==> config.mk <==
export PLATFORM = sky130hd
export DESIGN_NAME = hpc_regs
export DESIGN_NICKNAME = d
export VERILOG_FILES = /design/src/rtl/hpc_pkg.sv /design/src/rtl/hpc_pair_buffer.sv /design/src/rtl/hpc_regs.sv
export SDC_FILE = /design/constraint.sdc
export NUM_CORES = 1
export LEC_CHECK = 0
export BUFFER_PORTS_ARGS = -buffer_cell sky130_fd_sc_hd__buf_2
export CORE_ASPECT_RATIO = 1.75
export CORE_UTILIZATION = 50
export DETAILED_ROUTE_END_ITERATION = 16
export PLACE_DENSITY = 0.82
export SETUP_SLACK_MARGIN = 0.05
export SLEW_MARGIN = 25
export SYNTH_ARGS = -nofsm -noshare
export SYNTH_HDL_FRONTEND = slang
export SYNTH_SLANG_ARGS = --single-unit
==> constraint.sdc <==
create_clock -name mclk -period 3.1 [get_ports mclk]
set_input_delay 0.775 -clock mclk [delete_from_list [all_inputs] [get_ports mclk]]
set_output_delay 0.775 -clock mclk [all_outputs]
set_load 0.03 [all_outputs]
==> src/rtl/hpc_pkg.sv <==
// Shared constants and carrier types of the host port control and status registers
package hpc_pkg;

	// ----------------------------------------------------------------
	// Register addresses on the byte-wide host port
	// ----------------------------------------------------------------
	localparam int ADDR_W = 5;
	localparam int BYTE_W = 8;
	localparam logic [ADDR_W-1:0] ADDR_CTRL_TWO = 5'h01;
	localparam logic [ADDR_W-1:0] ADDR_STATUS = 5'h03;
	localparam logic [ADDR_W-1:0] ADDR_CFG_DATA = 5'h04;

	// ----------------------------------------------------------------
	// Control register two fields
	// ----------------------------------------------------------------
	localparam int CTRL_FIELD_W = 6;
	localparam logic [BYTE_W-1:0] CTRL_RESET = 8'h00;

	// ----------------------------------------------------------------
	// Status register fields
	// ----------------------------------------------------------------
	localparam int STAT_DATA_READY_BIT = 1;
	localparam int STAT_IRQ_PEND_BIT = 2;
	localparam int STAT_ERR_LSB = 3;
	localparam int STAT_ERR_MSB = 4;
	localparam int STAT_INIT_BIT = 6;
	localparam int STAT_DONE_BIT = 7;

	// ----------------------------------------------------------------
	// Bit stream error codes
	// ----------------------------------------------------------------
	localparam logic [1:0] ERR_NONE = 2'h0;
	localparam logic [1:0] ERR_ID = 2'h1;
	localparam logic [1:0] ERR_CHECKSUM = 2'h2;
	localparam logic [1:0] ERR_STOP_ALIGN = 2'h3;

	// ----------------------------------------------------------------
	// Serializer and buffer sizing
	// ----------------------------------------------------------------
	localparam int SER_CNT_W = 4;
	localparam logic [SER_CNT_W-1:0] SER_BITS = 4'h8;
	localparam int BUF_DEPTH = 2;

	// ----------------------------------------------------------------
	// Carrier types
	// ----------------------------------------------------------------
	// Control register two, bit 5 down to bit 0
	typedef struct packed {
		logic user_mode_enable;
		logic bus_hold_enable;
		logic chain_output_enable;
		logic user_irq_enable;
		logic stream_error_irq_enable;
		logic cfg_data_irq_enable;
	} hpc_ctrl_t;

	// One host request, valid for one cycle
	typedef struct packed {
		logic rd;
		logic wr;
		logic [ADDR_W-1:0] addr;
		logic [BYTE_W-1:0] wdata;
	} hpc_host_req_t;

	// Configuration side status inputs
	typedef struct packed {
		logic cfg_mode;
		logic readback_mode;
		logic cfg_byte_req;
		logic rb_byte_avail;
		logic stream_error_valid;
		logic [1:0] stream_error_code;
	} hpc_cfg_status_t;

	// Host write sequencer states
	typedef enum logic [1:0] {
		WR_IDLE,
		WR_PUSH,
		WR_HOLD
	} hpc_wr_state_t;

	// All state of the main module
	typedef struct packed {
		hpc_ctrl_t ctrl;
		hpc_wr_state_t wr_state;
		logic [BYTE_W-1:0] wr_byte;
		logic [BYTE_W-1:0] rdata;
		logic ack;
		logic data_ready;
		logic irq_pending;
		logic [1:0] err_flags;
		logic int_n;
		logic prev_cfg_req;
		logic prev_rb_req;
		logic prev_done;
		logic user_mode_active;
		logic [BYTE_W-1:0] ser_shift;
		logic [SER_CNT_W-1:0] ser_cnt;
		logic ser_out;
		logic ser_valid;
	} hpc_state_t;

endpackage : hpc_pkg

==> src/rtl/hpc_pair_buffer.sv <==
// Two-entry valid/ready buffer between host writes and the chain serializer
`timescale 1ns/10ps

module hpc_pair_buffer #(
	parameter int WIDTH = 8,
	parameter int DEPTH = 2
) (
	input wire logic mclk,
	input wire logic sys_rst,
	input wire logic in_valid,
	output logic in_ready,
	input wire logic [WIDTH-1:0] in_data,
	output logic out_valid,
	input wire logic out_ready,
	output logic [WIDTH-1:0] out_data
);

	// ----------------------------------------------------------------
	// Sizing and elaboration check
	// ----------------------------------------------------------------
	localparam int PTR_W = (DEPTH > 1) ? $clog2(DEPTH) : 1;
	localparam int CNT_W = $clog2(DEPTH + 1);

	generate
		if (WIDTH < 1 || DEPTH != 2) begin : g_bad_size
			$error("hpc_pair_buffer serves WIDTH >= 1 and DEPTH = 2 only");
		end
	endgenerate

	// ----------------------------------------------------------------
	// State
	// ----------------------------------------------------------------
	typedef struct packed {
		logic [DEPTH-1:0][WIDTH-1:0] mem;
		logic [PTR_W-1:0] rd_ptr;
		logic [PTR_W-1:0] wr_ptr;
		logic [CNT_W-1:0] count;
	} hpc_buf_state_t;

	hpc_buf_state_t st; // Registered state
	hpc_buf_state_t next_st; // Next state
	logic push; // Word taken this cycle
	logic pop; // Word handed on this cycle

	// Honest flags straight from the count
	assign in_ready = (st.count != CNT_W'(DEPTH));
	assign out_valid = (st.count != '0);
	assign out_data = st.mem[st.rd_ptr];
	assign push = in_valid & in_ready;
	assign pop = out_valid & out_ready;

	// Pointer and count update
	always_comb begin
		next_st = st;
		if (push) begin
			next_st.mem[st.wr_ptr] = in_data;
			next_st.wr_ptr = st.wr_ptr + PTR_W'(1);
		end
		if (pop) begin
			next_st.rd_ptr = st.rd_ptr + PTR_W'(1);
		end
		// Simultaneous push and pop keep the count
		if (push && !pop) begin
			next_st.count = st.count + CNT_W'(1);
		end else if (pop && !push) begin
			next_st.count = st.count - CNT_W'(1);
		end
	end

	// State register
	always_ff @(posedge mclk) begin
		if (sys_rst) begin
			st <= '0;
		end else begin
			st <= next_st;
		end
	end

endmodule : hpc_pair_buffer

==> src/rtl/hpc_regs.sv <==
// Host port control register two, status register and chain serializer
`timescale 1ns/10ps

module hpc_regs #(
	parameter int BUF_DEPTH = hpc_pkg::BUF_DEPTH
) (
	input wire logic mclk,
	input wire logic sys_rst,
	input wire hpc_pkg::hpc_host_req_t host_req,
	output logic [hpc_pkg::BYTE_W-1:0] host_rdata,
	output logic host_ack,
	output logic host_interrupt_n,
	input wire hpc_pkg::hpc_cfg_status_t cfg_status,
	input wire logic [hpc_pkg::BYTE_W-1:0] rb_data,
	input wire logic user_interrupt_n,
	input wire logic program_n,
	input wire logic init_status_pin,
	input wire logic done_pin,
	input wire logic bitstream_user_mode,
	output logic chain_serial_out,
	output logic chain_serial_valid,
	output logic user_mode_active,
	output hpc_pkg::hpc_ctrl_t ctrl_out
);

	// ----------------------------------------------------------------
	// Elaboration check
	// ----------------------------------------------------------------
	generate
		if (BUF_DEPTH != 2) begin : g_bad_depth
			$error("hpc_regs serves a two-entry buffer only");
		end
	endgenerate

	// ----------------------------------------------------------------
	// Helpers
	// ----------------------------------------------------------------
	// Address match for one request
	function automatic logic addr_hit(input hpc_pkg::hpc_host_req_t req,
		input logic [hpc_pkg::ADDR_W-1:0] addr);
		addr_hit = (req.addr == addr);
	endfunction : addr_hit

	// ----------------------------------------------------------------
	// Declarations
	// ----------------------------------------------------------------
	hpc_pkg::hpc_state_t st; // Registered state
	hpc_pkg::hpc_state_t next_st; // Next state
	logic buf_in_valid; // Byte offered to buffer
	logic buf_in_ready; // Buffer has room
	logic buf_out_valid; // Byte waiting for serializer
	logic buf_out_ready; // Serializer idle
	logic [hpc_pkg::BYTE_W-1:0] buf_out_data; // Byte at buffer head
	logic ser_busy; // Serializer shifting
	logic take_rd; // Read request accepted
	logic take_wr; // Write request accepted
	logic cfg_src; // Config data interrupt source
	logic err_src; // Stream error interrupt source
	logic usr_src; // User logic interrupt source
	logic cfg_req; // Config side can take a byte
	logic rb_req; // Readback byte waiting
	logic [hpc_pkg::BYTE_W-1:0] status_byte; // Live status value
	logic [hpc_pkg::BYTE_W-1:0] ctrl_byte; // Control readback value

	// ----------------------------------------------------------------
	// Outputs straight from state
	// ----------------------------------------------------------------
	assign host_rdata = st.rdata;
	assign host_ack = st.ack;
	assign host_interrupt_n = st.int_n;
	assign chain_serial_out = st.ser_out;
	assign chain_serial_valid = st.ser_valid;
	assign user_mode_active = st.user_mode_active;
	assign ctrl_out = st.ctrl;

	// ----------------------------------------------------------------
	// Data path buffer
	// ----------------------------------------------------------------
	// The serializer pulls a byte only while idle, so no byte is
	// overwritten mid-shift; a full buffer stalls the write sequencer
	// in the push state rather than losing the byte.
	// Busy while bits remain to shift
	assign ser_busy = (st.ser_cnt != '0);
	// Pull from the buffer only between bytes
	assign buf_out_ready = ~ser_busy;
	// Offer the latched byte while in the push state
	assign buf_in_valid = (st.wr_state == hpc_pkg::WR_PUSH);

	hpc_pair_buffer #(
		.WIDTH(hpc_pkg::BYTE_W),
		.DEPTH(BUF_DEPTH)
	) u_buffer (
		.mclk(mclk),
		.sys_rst(sys_rst),
		.in_valid(buf_in_valid),
		.in_ready(buf_in_ready),
		.in_data(st.wr_byte),
		.out_valid(buf_out_valid),
		.out_ready(buf_out_ready),
		.out_data(buf_out_data)
	);

	// ----------------------------------------------------------------
	// Request decode and interrupt sources
	// ----------------------------------------------------------------
	// Requests taken only while no write is in flight
	assign take_rd = host_req.rd & ~host_req.wr & (st.wr_state == hpc_pkg::WR_IDLE);
	assign take_wr = host_req.wr & ~host_req.rd & (st.wr_state == hpc_pkg::WR_IDLE);
	assign cfg_req = cfg_status.cfg_mode & cfg_status.cfg_byte_req;
	assign rb_req = cfg_status.readback_mode & cfg_status.rb_byte_avail;

	assign cfg_src = st.ctrl.cfg_data_irq_enable & st.ctrl.chain_output_enable & st.data_ready;
	assign err_src = st.ctrl.stream_error_irq_enable & cfg_status.cfg_mode
		& (st.err_flags != hpc_pkg::ERR_NONE);
	assign usr_src = st.ctrl.user_irq_enable & ~user_interrupt_n;

	// Status and control readback values
	always_comb begin
		status_byte = '0;
		status_byte[hpc_pkg::STAT_DATA_READY_BIT] = st.data_ready;
		status_byte[hpc_pkg::STAT_IRQ_PEND_BIT] = st.irq_pending;
		status_byte[hpc_pkg::STAT_ERR_MSB:hpc_pkg::STAT_ERR_LSB] = st.err_flags;
		status_byte[hpc_pkg::STAT_INIT_BIT] = init_status_pin;
		status_byte[hpc_pkg::STAT_DONE_BIT] = done_pin;
		ctrl_byte = {2'h0, st.ctrl};
	end

	// ----------------------------------------------------------------
	// Next state
	// ----------------------------------------------------------------
	always_comb begin
		next_st = st;
		// Acknowledge is a one-cycle pulse unless set below
		next_st.ack = 1'b0;
		next_st.prev_cfg_req = cfg_req;
		next_st.prev_rb_req = rb_req;
		next_st.prev_done = done_pin;

		// Register reads answer one cycle later
		if (take_rd) begin
			next_st.ack = 1'b1;
			if (addr_hit(host_req, hpc_pkg::ADDR_CTRL_TWO)) begin
				next_st.rdata = ctrl_byte;
			end else if (addr_hit(host_req, hpc_pkg::ADDR_STATUS)) begin
				next_st.rdata = status_byte;
			end else if (addr_hit(host_req, hpc_pkg::ADDR_CFG_DATA)) begin
				next_st.rdata = rb_data;
			end else begin
				// Unmapped reads return zero
				next_st.rdata = '0;
			end
		end

		// Write sequencer
		unique case (st.wr_state)
			hpc_pkg::WR_IDLE: begin
				if (take_wr) begin
					if (addr_hit(host_req, hpc_pkg::ADDR_CTRL_TWO)) begin
						next_st.ctrl = host_req.wdata[hpc_pkg::CTRL_FIELD_W-1:0];
						next_st.ack = 1'b1;
					end else if (addr_hit(host_req, hpc_pkg::ADDR_CFG_DATA)
						&& st.ctrl.chain_output_enable) begin
						// Byte queued toward the chain
						next_st.wr_byte = host_req.wdata;
						next_st.wr_state = hpc_pkg::WR_PUSH;
					end else begin
						next_st.ack = 1'b1;
					end
				end
			end
			hpc_pkg::WR_PUSH: begin
				if (buf_in_ready) begin
					if (st.ctrl.bus_hold_enable) begin
						next_st.wr_state = hpc_pkg::WR_HOLD;
					end else begin
						next_st.ack = 1'b1;
						next_st.wr_state = hpc_pkg::WR_IDLE;
					end
				end
			end
			hpc_pkg::WR_HOLD: begin
				// Ack after byte serialized
				// Byte gone once buffer empty and no bit left
				if (!buf_out_valid && !ser_busy) begin
					next_st.ack = 1'b1;
					next_st.wr_state = hpc_pkg::WR_IDLE;
				end
			end
			default: begin
				next_st.wr_state = hpc_pkg::WR_IDLE;
			end
		endcase

		next_st.ser_valid = 1'b0;
		if (ser_busy) begin
			next_st.ser_out = st.ser_shift[hpc_pkg::BYTE_W-1];
			next_st.ser_valid = 1'b1;
			next_st.ser_shift = {st.ser_shift[hpc_pkg::BYTE_W-2:0], 1'b0};
			next_st.ser_cnt = st.ser_cnt - hpc_pkg::SER_CNT_W'(1);
		end else if (buf_out_valid) begin
			next_st.ser_shift = buf_out_data;
			next_st.ser_cnt = hpc_pkg::SER_BITS;
		end

		if ((take_rd || take_wr) && addr_hit(host_req, hpc_pkg::ADDR_CFG_DATA)) begin
			next_st.data_ready = 1'b0;
		end
		if ((cfg_req && !st.prev_cfg_req) || (rb_req && !st.prev_rb_req)) begin
			next_st.data_ready = 1'b1;
		end

		if (take_rd && addr_hit(host_req, hpc_pkg::ADDR_STATUS)) begin
			next_st.irq_pending = 1'b0;
		end
		if (cfg_src || err_src || usr_src) begin
			next_st.irq_pending = 1'b1;
		end

		if (!program_n) begin
			next_st.err_flags = hpc_pkg::ERR_NONE;
		end
		if (cfg_status.stream_error_valid) begin
			next_st.err_flags = cfg_status.stream_error_code;
		end

		next_st.int_n = ~(cfg_src | err_src | usr_src);

		// Register bit counts only at the rising done edge;
		// setting it later leaves the port in its current mode.
		// User mode after done
		if (!done_pin) begin
			next_st.user_mode_active = 1'b0;
		end else if (!st.prev_done) begin
			next_st.user_mode_active = st.ctrl.user_mode_enable | bitstream_user_mode;
		end else if (bitstream_user_mode) begin
			next_st.user_mode_active = 1'b1;
		end
	end

	// ----------------------------------------------------------------
	// State register
	// ----------------------------------------------------------------
	always_ff @(posedge mclk) begin
		if (sys_rst) begin
			// Port idle, interrupt pin released
			// Control bits reset to zero
			st <= '0;
			st.ctrl <= hpc_pkg::CTRL_RESET[hpc_pkg::CTRL_FIELD_W-1:0];
			st.wr_state <= hpc_pkg::WR_IDLE;
			st.int_n <= 1'b1;
		end else begin
			st <= next_st;
		end
	end

endmodule : hpc_regs

==> run summary, run 1 <==
Status: finished clean
Clk pwr share: 30.3%
Critical-path cell list: nand2b_1 > nor2_1 > ha_1 > or3_1 > a21oi_1
Startpoint types: register
Synth Cell Area: 3170 sq um
CTS clk-pin slew, worst paths: 70 ps
Crit-path slowest cell: nand2b_1
Syn Nets: 390
Max_cap viols: 0
Max Slew Vio Count: 0
Cell variety after synth: 47
RSZ-0062 raised after global routing: false
Post-CTS Setup Bufs: 0
Cts bufs inserted: 9
Hold Path Depth: 2
Total net switching power: 0.000782 W
Post-DRT Antenna Nets: 0
Ys async rst share: 0%
Nets: 418
Die span in y: 107 microns
Vias per inst: 5.96
Worst-Margin Slew: 717 ps
Sw Ratio: 32.4%
Total routed wirelength: 7400 microns
# IOs: 56
Die area: 6670 sq um
Flop pwr share: 44.4%
Logic pwr share: 25.3%
Effective utilization at floorplan: 51.6%
Drt first pass iters: 4
Pleak: 1.35 nW
Gates resized, CTS repair: 0
Post-synthesis sequential area ratio: 43.0%
Drt drc: 0
WP buf/inv: 0
Synth-to-layout area growth: 12.5%
Number of global-route vias before repair: 2656
RePlAce Congestion: 0.836
Final setup fails: 0
Clock buffer depth: 2
Post-Place Cell Area: 3360 sq um
Period minus WS final: 2160 ps
Rows: 38
Post-Syn Instances: 352
Worst reg-to-reg path cell count: 5
Yosys warning count: 0
Crit path largest cell delay: 630 ps
Fraction of layout cells with a size suffix above 1: 24.4%
Most used DFF post-synth: dfxtp_1
First-pass GRT wire length: 12200 microns
Internal power: 0.00163 W
Period utilization: 69.6%
Core box area: 6130 sq um
Worst Setup End Kind: register
Initial DRC Count: 97
Max-slew headroom: 51.8%
Total grt overflow: 0
CTS Root Buffer Type: clkbuf_8
Gr usage total: 23.4%
Critical Path AT: 2430 ps
Port bufs: 55
Crit path max fanout: 19
VDD IR max: 0.397 mV
Fmax: 463 MHz
Max H-tree Level: 3
CP Depth: 5
# hold bufs at CTS: 0
Flops & latches, synth: 68
CP required: 3370 ps
Worst-Skew Late Latency: 340 ps
Vias post-DR: 2770
HP Class: register to register
Design Area, Final: 3560 sq um
CTS tree: yes
Clock tree sinks: 68
# diodes: 0
DIE WIDTH: 62.2 microns
DP HPWL: 5310 microns
Setup TNS: 0 ps
Crit path kind: register to register
Largest delay share family, worst path: simple AND/OR/NAND/NOR gates
Synthesized area per cell: 9.00 sq um
Initial antenna violation count: 0
EDFF count, synth: 0
Drt wl/cell: 15.9 microns
Final hold violation count: 0
Power per cell area: 677 nW/um^2
Worst Skew: 3.19 ps
Pin count of the biggest net entering global routing: 51
==> Yosys cell counts, types with 2 or more instances <==
| cell | count | share of area, % |
|---|---|---|
| or2_2 | 2 | 0.40 |
| a31o_2 | 2 | 0.55 |
| o31ai_1 | 18 | 4.3 |
| a31o_1 | 6 | 1.7 |
| nand2b_1 | 9 | 1.8 |
| mux2i_1 | 14 | 4.4 |
| o211ai_1 | 2 | 0.47 |
| nand3_1 | 9 | 1.4 |
| a31oi_1 | 4 | 0.79 |
| nand4_1 | 18 | 3.6 |
| buf_4 | 14 | 3.3 |
| nor2_1 | 7 | 0.83 |
| a21oi_1 | 42 | 6.6 |
| a211o_1 | 7 | 1.9 |
| clkbuf_1 | 18 | 2.1 |
| nor3_1 | 9 | 1.4 |
| nand2_1 | 23 | 2.7 |
| nor2b_1 | 5 | 0.99 |
| a32oi_1 | 5 | 1.4 |
| buf_1 | 3 | 0.36 |
| o21ai_0 | 13 | 2.1 |
| mux2_2 | 5 | 1.8 |
| inv_1 | 2 | 0.24 |
| and3_1 | 3 | 0.59 |
| buf_2 | 9 | 1.4 |
| xor2_1 | 2 | 0.55 |
| or3_1 | 3 | 0.59 |
| dfxtp_1 | 68 | 43 |
| nor4_1 | 7 | 1.4 |
| nand3b_1 | 6 | 1.4 |
==> state kept, by name (all words and copies together) (netlist names) <==
register	cells
u_buffer.st	20
chain_serial_out	1
st	29
host_interrupt_n	1
host_rdata	8
ctrl_out	6
host_ack	1
chain_serial_valid	1
user_mode_active	1
==> final cells by class <==
class / count / area (sq um)
Tap cell: 80 / 100
Inverter: 3 / 11.3
Sequential cell: 68 / 1360
Clock buffer: 11 / 151
Clock inverter: 5 / 50.0
Fill cell: 530 / 2570
Multi-Input combinational cell: 236 / 1560
Timing Repair Buffer: 62 / 328
==> power groups by stage <==
| stage | Clock (W) | Combinational (W) | Sequential (W) |
|---|---|---|---|
| floorplan | 0 | 0.000518 | 0.00105 |
| global placement | 0 | 0.000582 | 0.00108 |
| detailed placement | 0 | 0.000604 | 0.00109 |
| CTS | 0.000746 | 0.000606 | 0.00107 |
| global route | 0.000777 | 0.000671 | 0.00109 |
| finish | 0.000731 | 0.000609 | 0.00107 |
==> routing by layer <==
layer | wire, microns | GRT usage [%] | vias to the layer above
met3 | 286 | 5.08 | 24
met1 | 2770 | 23.3 | 1310
met4 | 293 | 15.9 | 0
met5 | 0 | 0 | -
li1 | - | - | 1352
met2 | 4050 | 42.8 | 84
==> metrics by stage <==
stage,hold slack [ps],total power [W],std cells,setup slack (ps),utilization [%]
CTS,450,0.00242,465,922,58.1
floorplan,436,0.00157,352,1180,-
global route,477,0.00253,465,755,58.1
detailed placement,441,0.00169,449,878,54.8
global placement,440,0.00167,449,956,54.8
finish,445,0.00241,465,942,58.1
==> placed cells by master (no fill, tap or decap), drive strengths merged, types with 7 or more instances in the layout <==
master / n
a211o: 7
a21oi: 42
a31o: 8
buf: 62
clkbuf: 11
dfxtp: 68
mux2i: 14
nand2: 23
nand2b: 9
nand3: 9
nand3b: 7
nand4: 18
nor2: 7
nor3: 9
nor4: 8
o21ai: 13
o31ai: 18
==> tightest hold or removal path, stage by stage (launching register included) <==
cell,delay [ps]
dfxtp_1,310
nand2_1,50
a21oi_1,50
==> kinds of logic (layout without fill, tap and decap cells) <==
logic type / after synthesis / count (layout) / synth area share (%)
compound gates: 104 / 104 / 21.1
xor+xnor: 2 / 2 / 0.553
fa+ha+maj: 1 / 1 / 0.395
buf+inv: 48 / 81 / 7.94
flops: 68 / 68 / 43.0
mux: 19 / 19 / 6.20
simple gates: 110 / 110 / 20.8
==> path summary, 6_finish.rpt <==
path | endpoint | slack, ps | from
hold reg to reg | chain_serial_out$_SDFFE_PP0P_ | 450 | chain_serial_out$_SDFFE_PP0P_
setup / recovery | u_buffer.st[1]$_SDFFE_PP0P_ | 940 | st[41]$_SDFFE_PP0P_
hold / removal | chain_serial_out$_SDFFE_PP0P_ | 450 | chain_serial_out$_SDFFE_PP0P_
setup reg to reg | u_buffer.st[1]$_SDFFE_PP0P_ | 940 | st[41]$_SDFFE_PP0P_
(Power assumes the default switching activity.)
==> inputs of run 2 (changes only) <==
==> constraint.sdc (replaced) <==
create_clock -name mclk -period 2.05 [get_ports mclk]
set_input_delay 0.5125 -clock mclk [delete_from_list [all_inputs] [get_ports mclk]]
set_output_delay 0.5125 -clock mclk [all_outputs]
set_load 0.03 [all_outputs]
==> run summary, run 2 (same netlist as run 1, synthesis figures left out) <==
Initial DRC Count: 118
# hold bufs at CTS: 0
Worst Skew: 5.89 ps
CTS tree: yes
Fraction of layout cells with a size suffix above 1: 25.1%
Design Area, Final: 3580 sq um
R2R setup slack: 250 ps
Vias per inst: 5.91
RePlAce Congestion: 0.846
Startpoint types: register
Number of global-route vias before repair: 2716
Power per cell area: 962 nW/um^2
Critical R2R Launch: st[2]$_SDFFE_PP0N_
Most frequent cells in the layout: dfxtp_1, buf_2, a21oi_1, nand2_1
# IOs: 56
Max_cap viols: 0
Gr usage total: 23.0%
Total grt overflow: 0
Clock buffer depth: 2
Worst-Skew Late Latency: 340 ps
DIE WIDTH: 62.2 microns
Post-DRT Antenna Nets: 0
Hold_sp: bitstream_user_mode
HP Class: primary input to register
Vias post-DR: 2784
Crit path kind: register to register
Initial antenna violation count: 0
First-pass GRT wire length: 12200 microns
CTS clk-pin slew, worst paths: 60 ps
Die span in y: 107 microns
Die area: 6670 sq um
Drt drc: 0
WHS Endpoint: user_mode_active$_SDFFE_PP0P_
Worst-Margin Slew: 667 ps
Commonest non-fill, non-tap cell in the layout: dfxtp_1
Fin util: 58.4%
Gates resized, CTS repair: 0
CTS Root Buffer Type: clkbuf_8
# diodes: 0
Hold Path Depth: 2
Max-slew headroom: 55.6%
Setup TNS: 0 ps
Number of flip-flops in the largest register: 29
Max H-tree Level: 3
Synth-to-layout area growth: 13.1%
Pin count of the biggest net entering global routing: 40
CP required: 2330 ps
Filler instances: 530
DP HPWL: 5330 microns
Effective utilization at floorplan: 51.6%
RSZ-0062 raised after global routing: false
Period minus WS final: 1800 ps
Rows: 38
Final hold violation count: 0
Status: finished clean
Total routed wirelength: 7110 microns
Nets: 428
Pleak: 1.36 nW
Drt wl/cell: 15.1 microns
Worst reg-to-reg path cell count: 5
Crit path max fanout: 7
Drt first pass iters: 4
Max Slew Vio Count: 0
Port bufs: 55
Cts bufs inserted: 9
Post-layout power: 0.00345 W
Largest Register: st
Core box area: 6130 sq um
Final setup fails: 0
Period utilization: 88.0%
VDD IR max: 0.460 mV
R2R Path End: u_buffer.st[1]$_SDFFE_PP0P_
Post-CTS Setup Bufs: 0
Post-Place Cell Area: 3440 sq um
Worst Setup End Kind: register
Clock tree sinks: 68
Fmax: 555 MHz
Critical Path AT: 2080 ps
## run 2: changes by cell type in the layout (fill, tap and decap cells not counted)
cell	change
clkbuf_8	-1
buf_4	+10
bufinv_16	-1
clkinv_2	-4
clkbuf_1	+2
## run 2: how the worst max path moves through the flow
stage / startpoint / end / slack (ps) / cells past startpoint
after detailed placement: host_req[10] / st[34]$_SDFFE_PP0P_ / 110 / 4
final: st[2]$_SDFFE_PP0N_ / u_buffer.st[1]$_SDFFE_PP0P_ / 250 / 5
after floorplan: st[2]$_SDFFE_PP0N_ / u_buffer.st[1]$_SDFFE_PP0P_ / 130 / 5
after global placement: host_req[10] / st[38]$_SDFFE_PP0P_ / 230 / 4
after global routing: st[2]$_SDFFE_PP0N_ / u_buffer.st[1]$_SDFFE_PP0P_ / 140 / 5
after CTS: st[2]$_SDFFE_PP0N_ / u_buffer.st[1]$_SDFFE_PP0P_ / 230 / 5
## run 2: power by group
part	switching (W)	internal, W	total [W]
Combinational	0.000556	0.000416	0.000973
Clock	0.000441	0.000446	0.000887
Sequential	0.000126	0.00146	0.00159
## run 2: stage by stage
| stage | hold WS [ps] | worst slack [ps] | instances |
|---|---|---|---|
| 2_1_floorplan | 436 | 134 | 352 |
| 3_3_place_gp | 440 | 228 | 459 |
| 3_5_place_dp | 442 | 111 | 459 |
| 4_1_cts | 373 | 231 | 471 |
| 5_1_grt | 383 | 140 | 471 |
| 6_report | 385 | 247 | 471 |
## run 2: layout make-up
type | instances | area [sq um] | area share, %
multi-input cells | 236 | 1560 | 43.6
flip-flops and latches | 68 | 1360 | 38.0
repair buffers | 72 | 403 | 11.3
clock buffers | 12 | 145 | 4.05
well taps | 80 | 100 | 2.80
inverters | 3 | 11.3 | 0.314
## run 2: per-layer routing
layer / GRT usage (%) / vias to the layer above / part of all wire (%)
li1: - / 1375 / -
met1: 23.9 / 1316 / 38
met3: 4.13 / 20 / 2.8
met2: 42.2 / 73 / 55
met4: 14.1 / 0 / 3.6
met5: 0 / - / 0
## run 2: critical path: stages (launching register included)
cell and delay [ps]:
dfxtp_1 360, nor4_1 410, nand2_1 140, ha_1 330, or3_1 370, a21oi_1 130
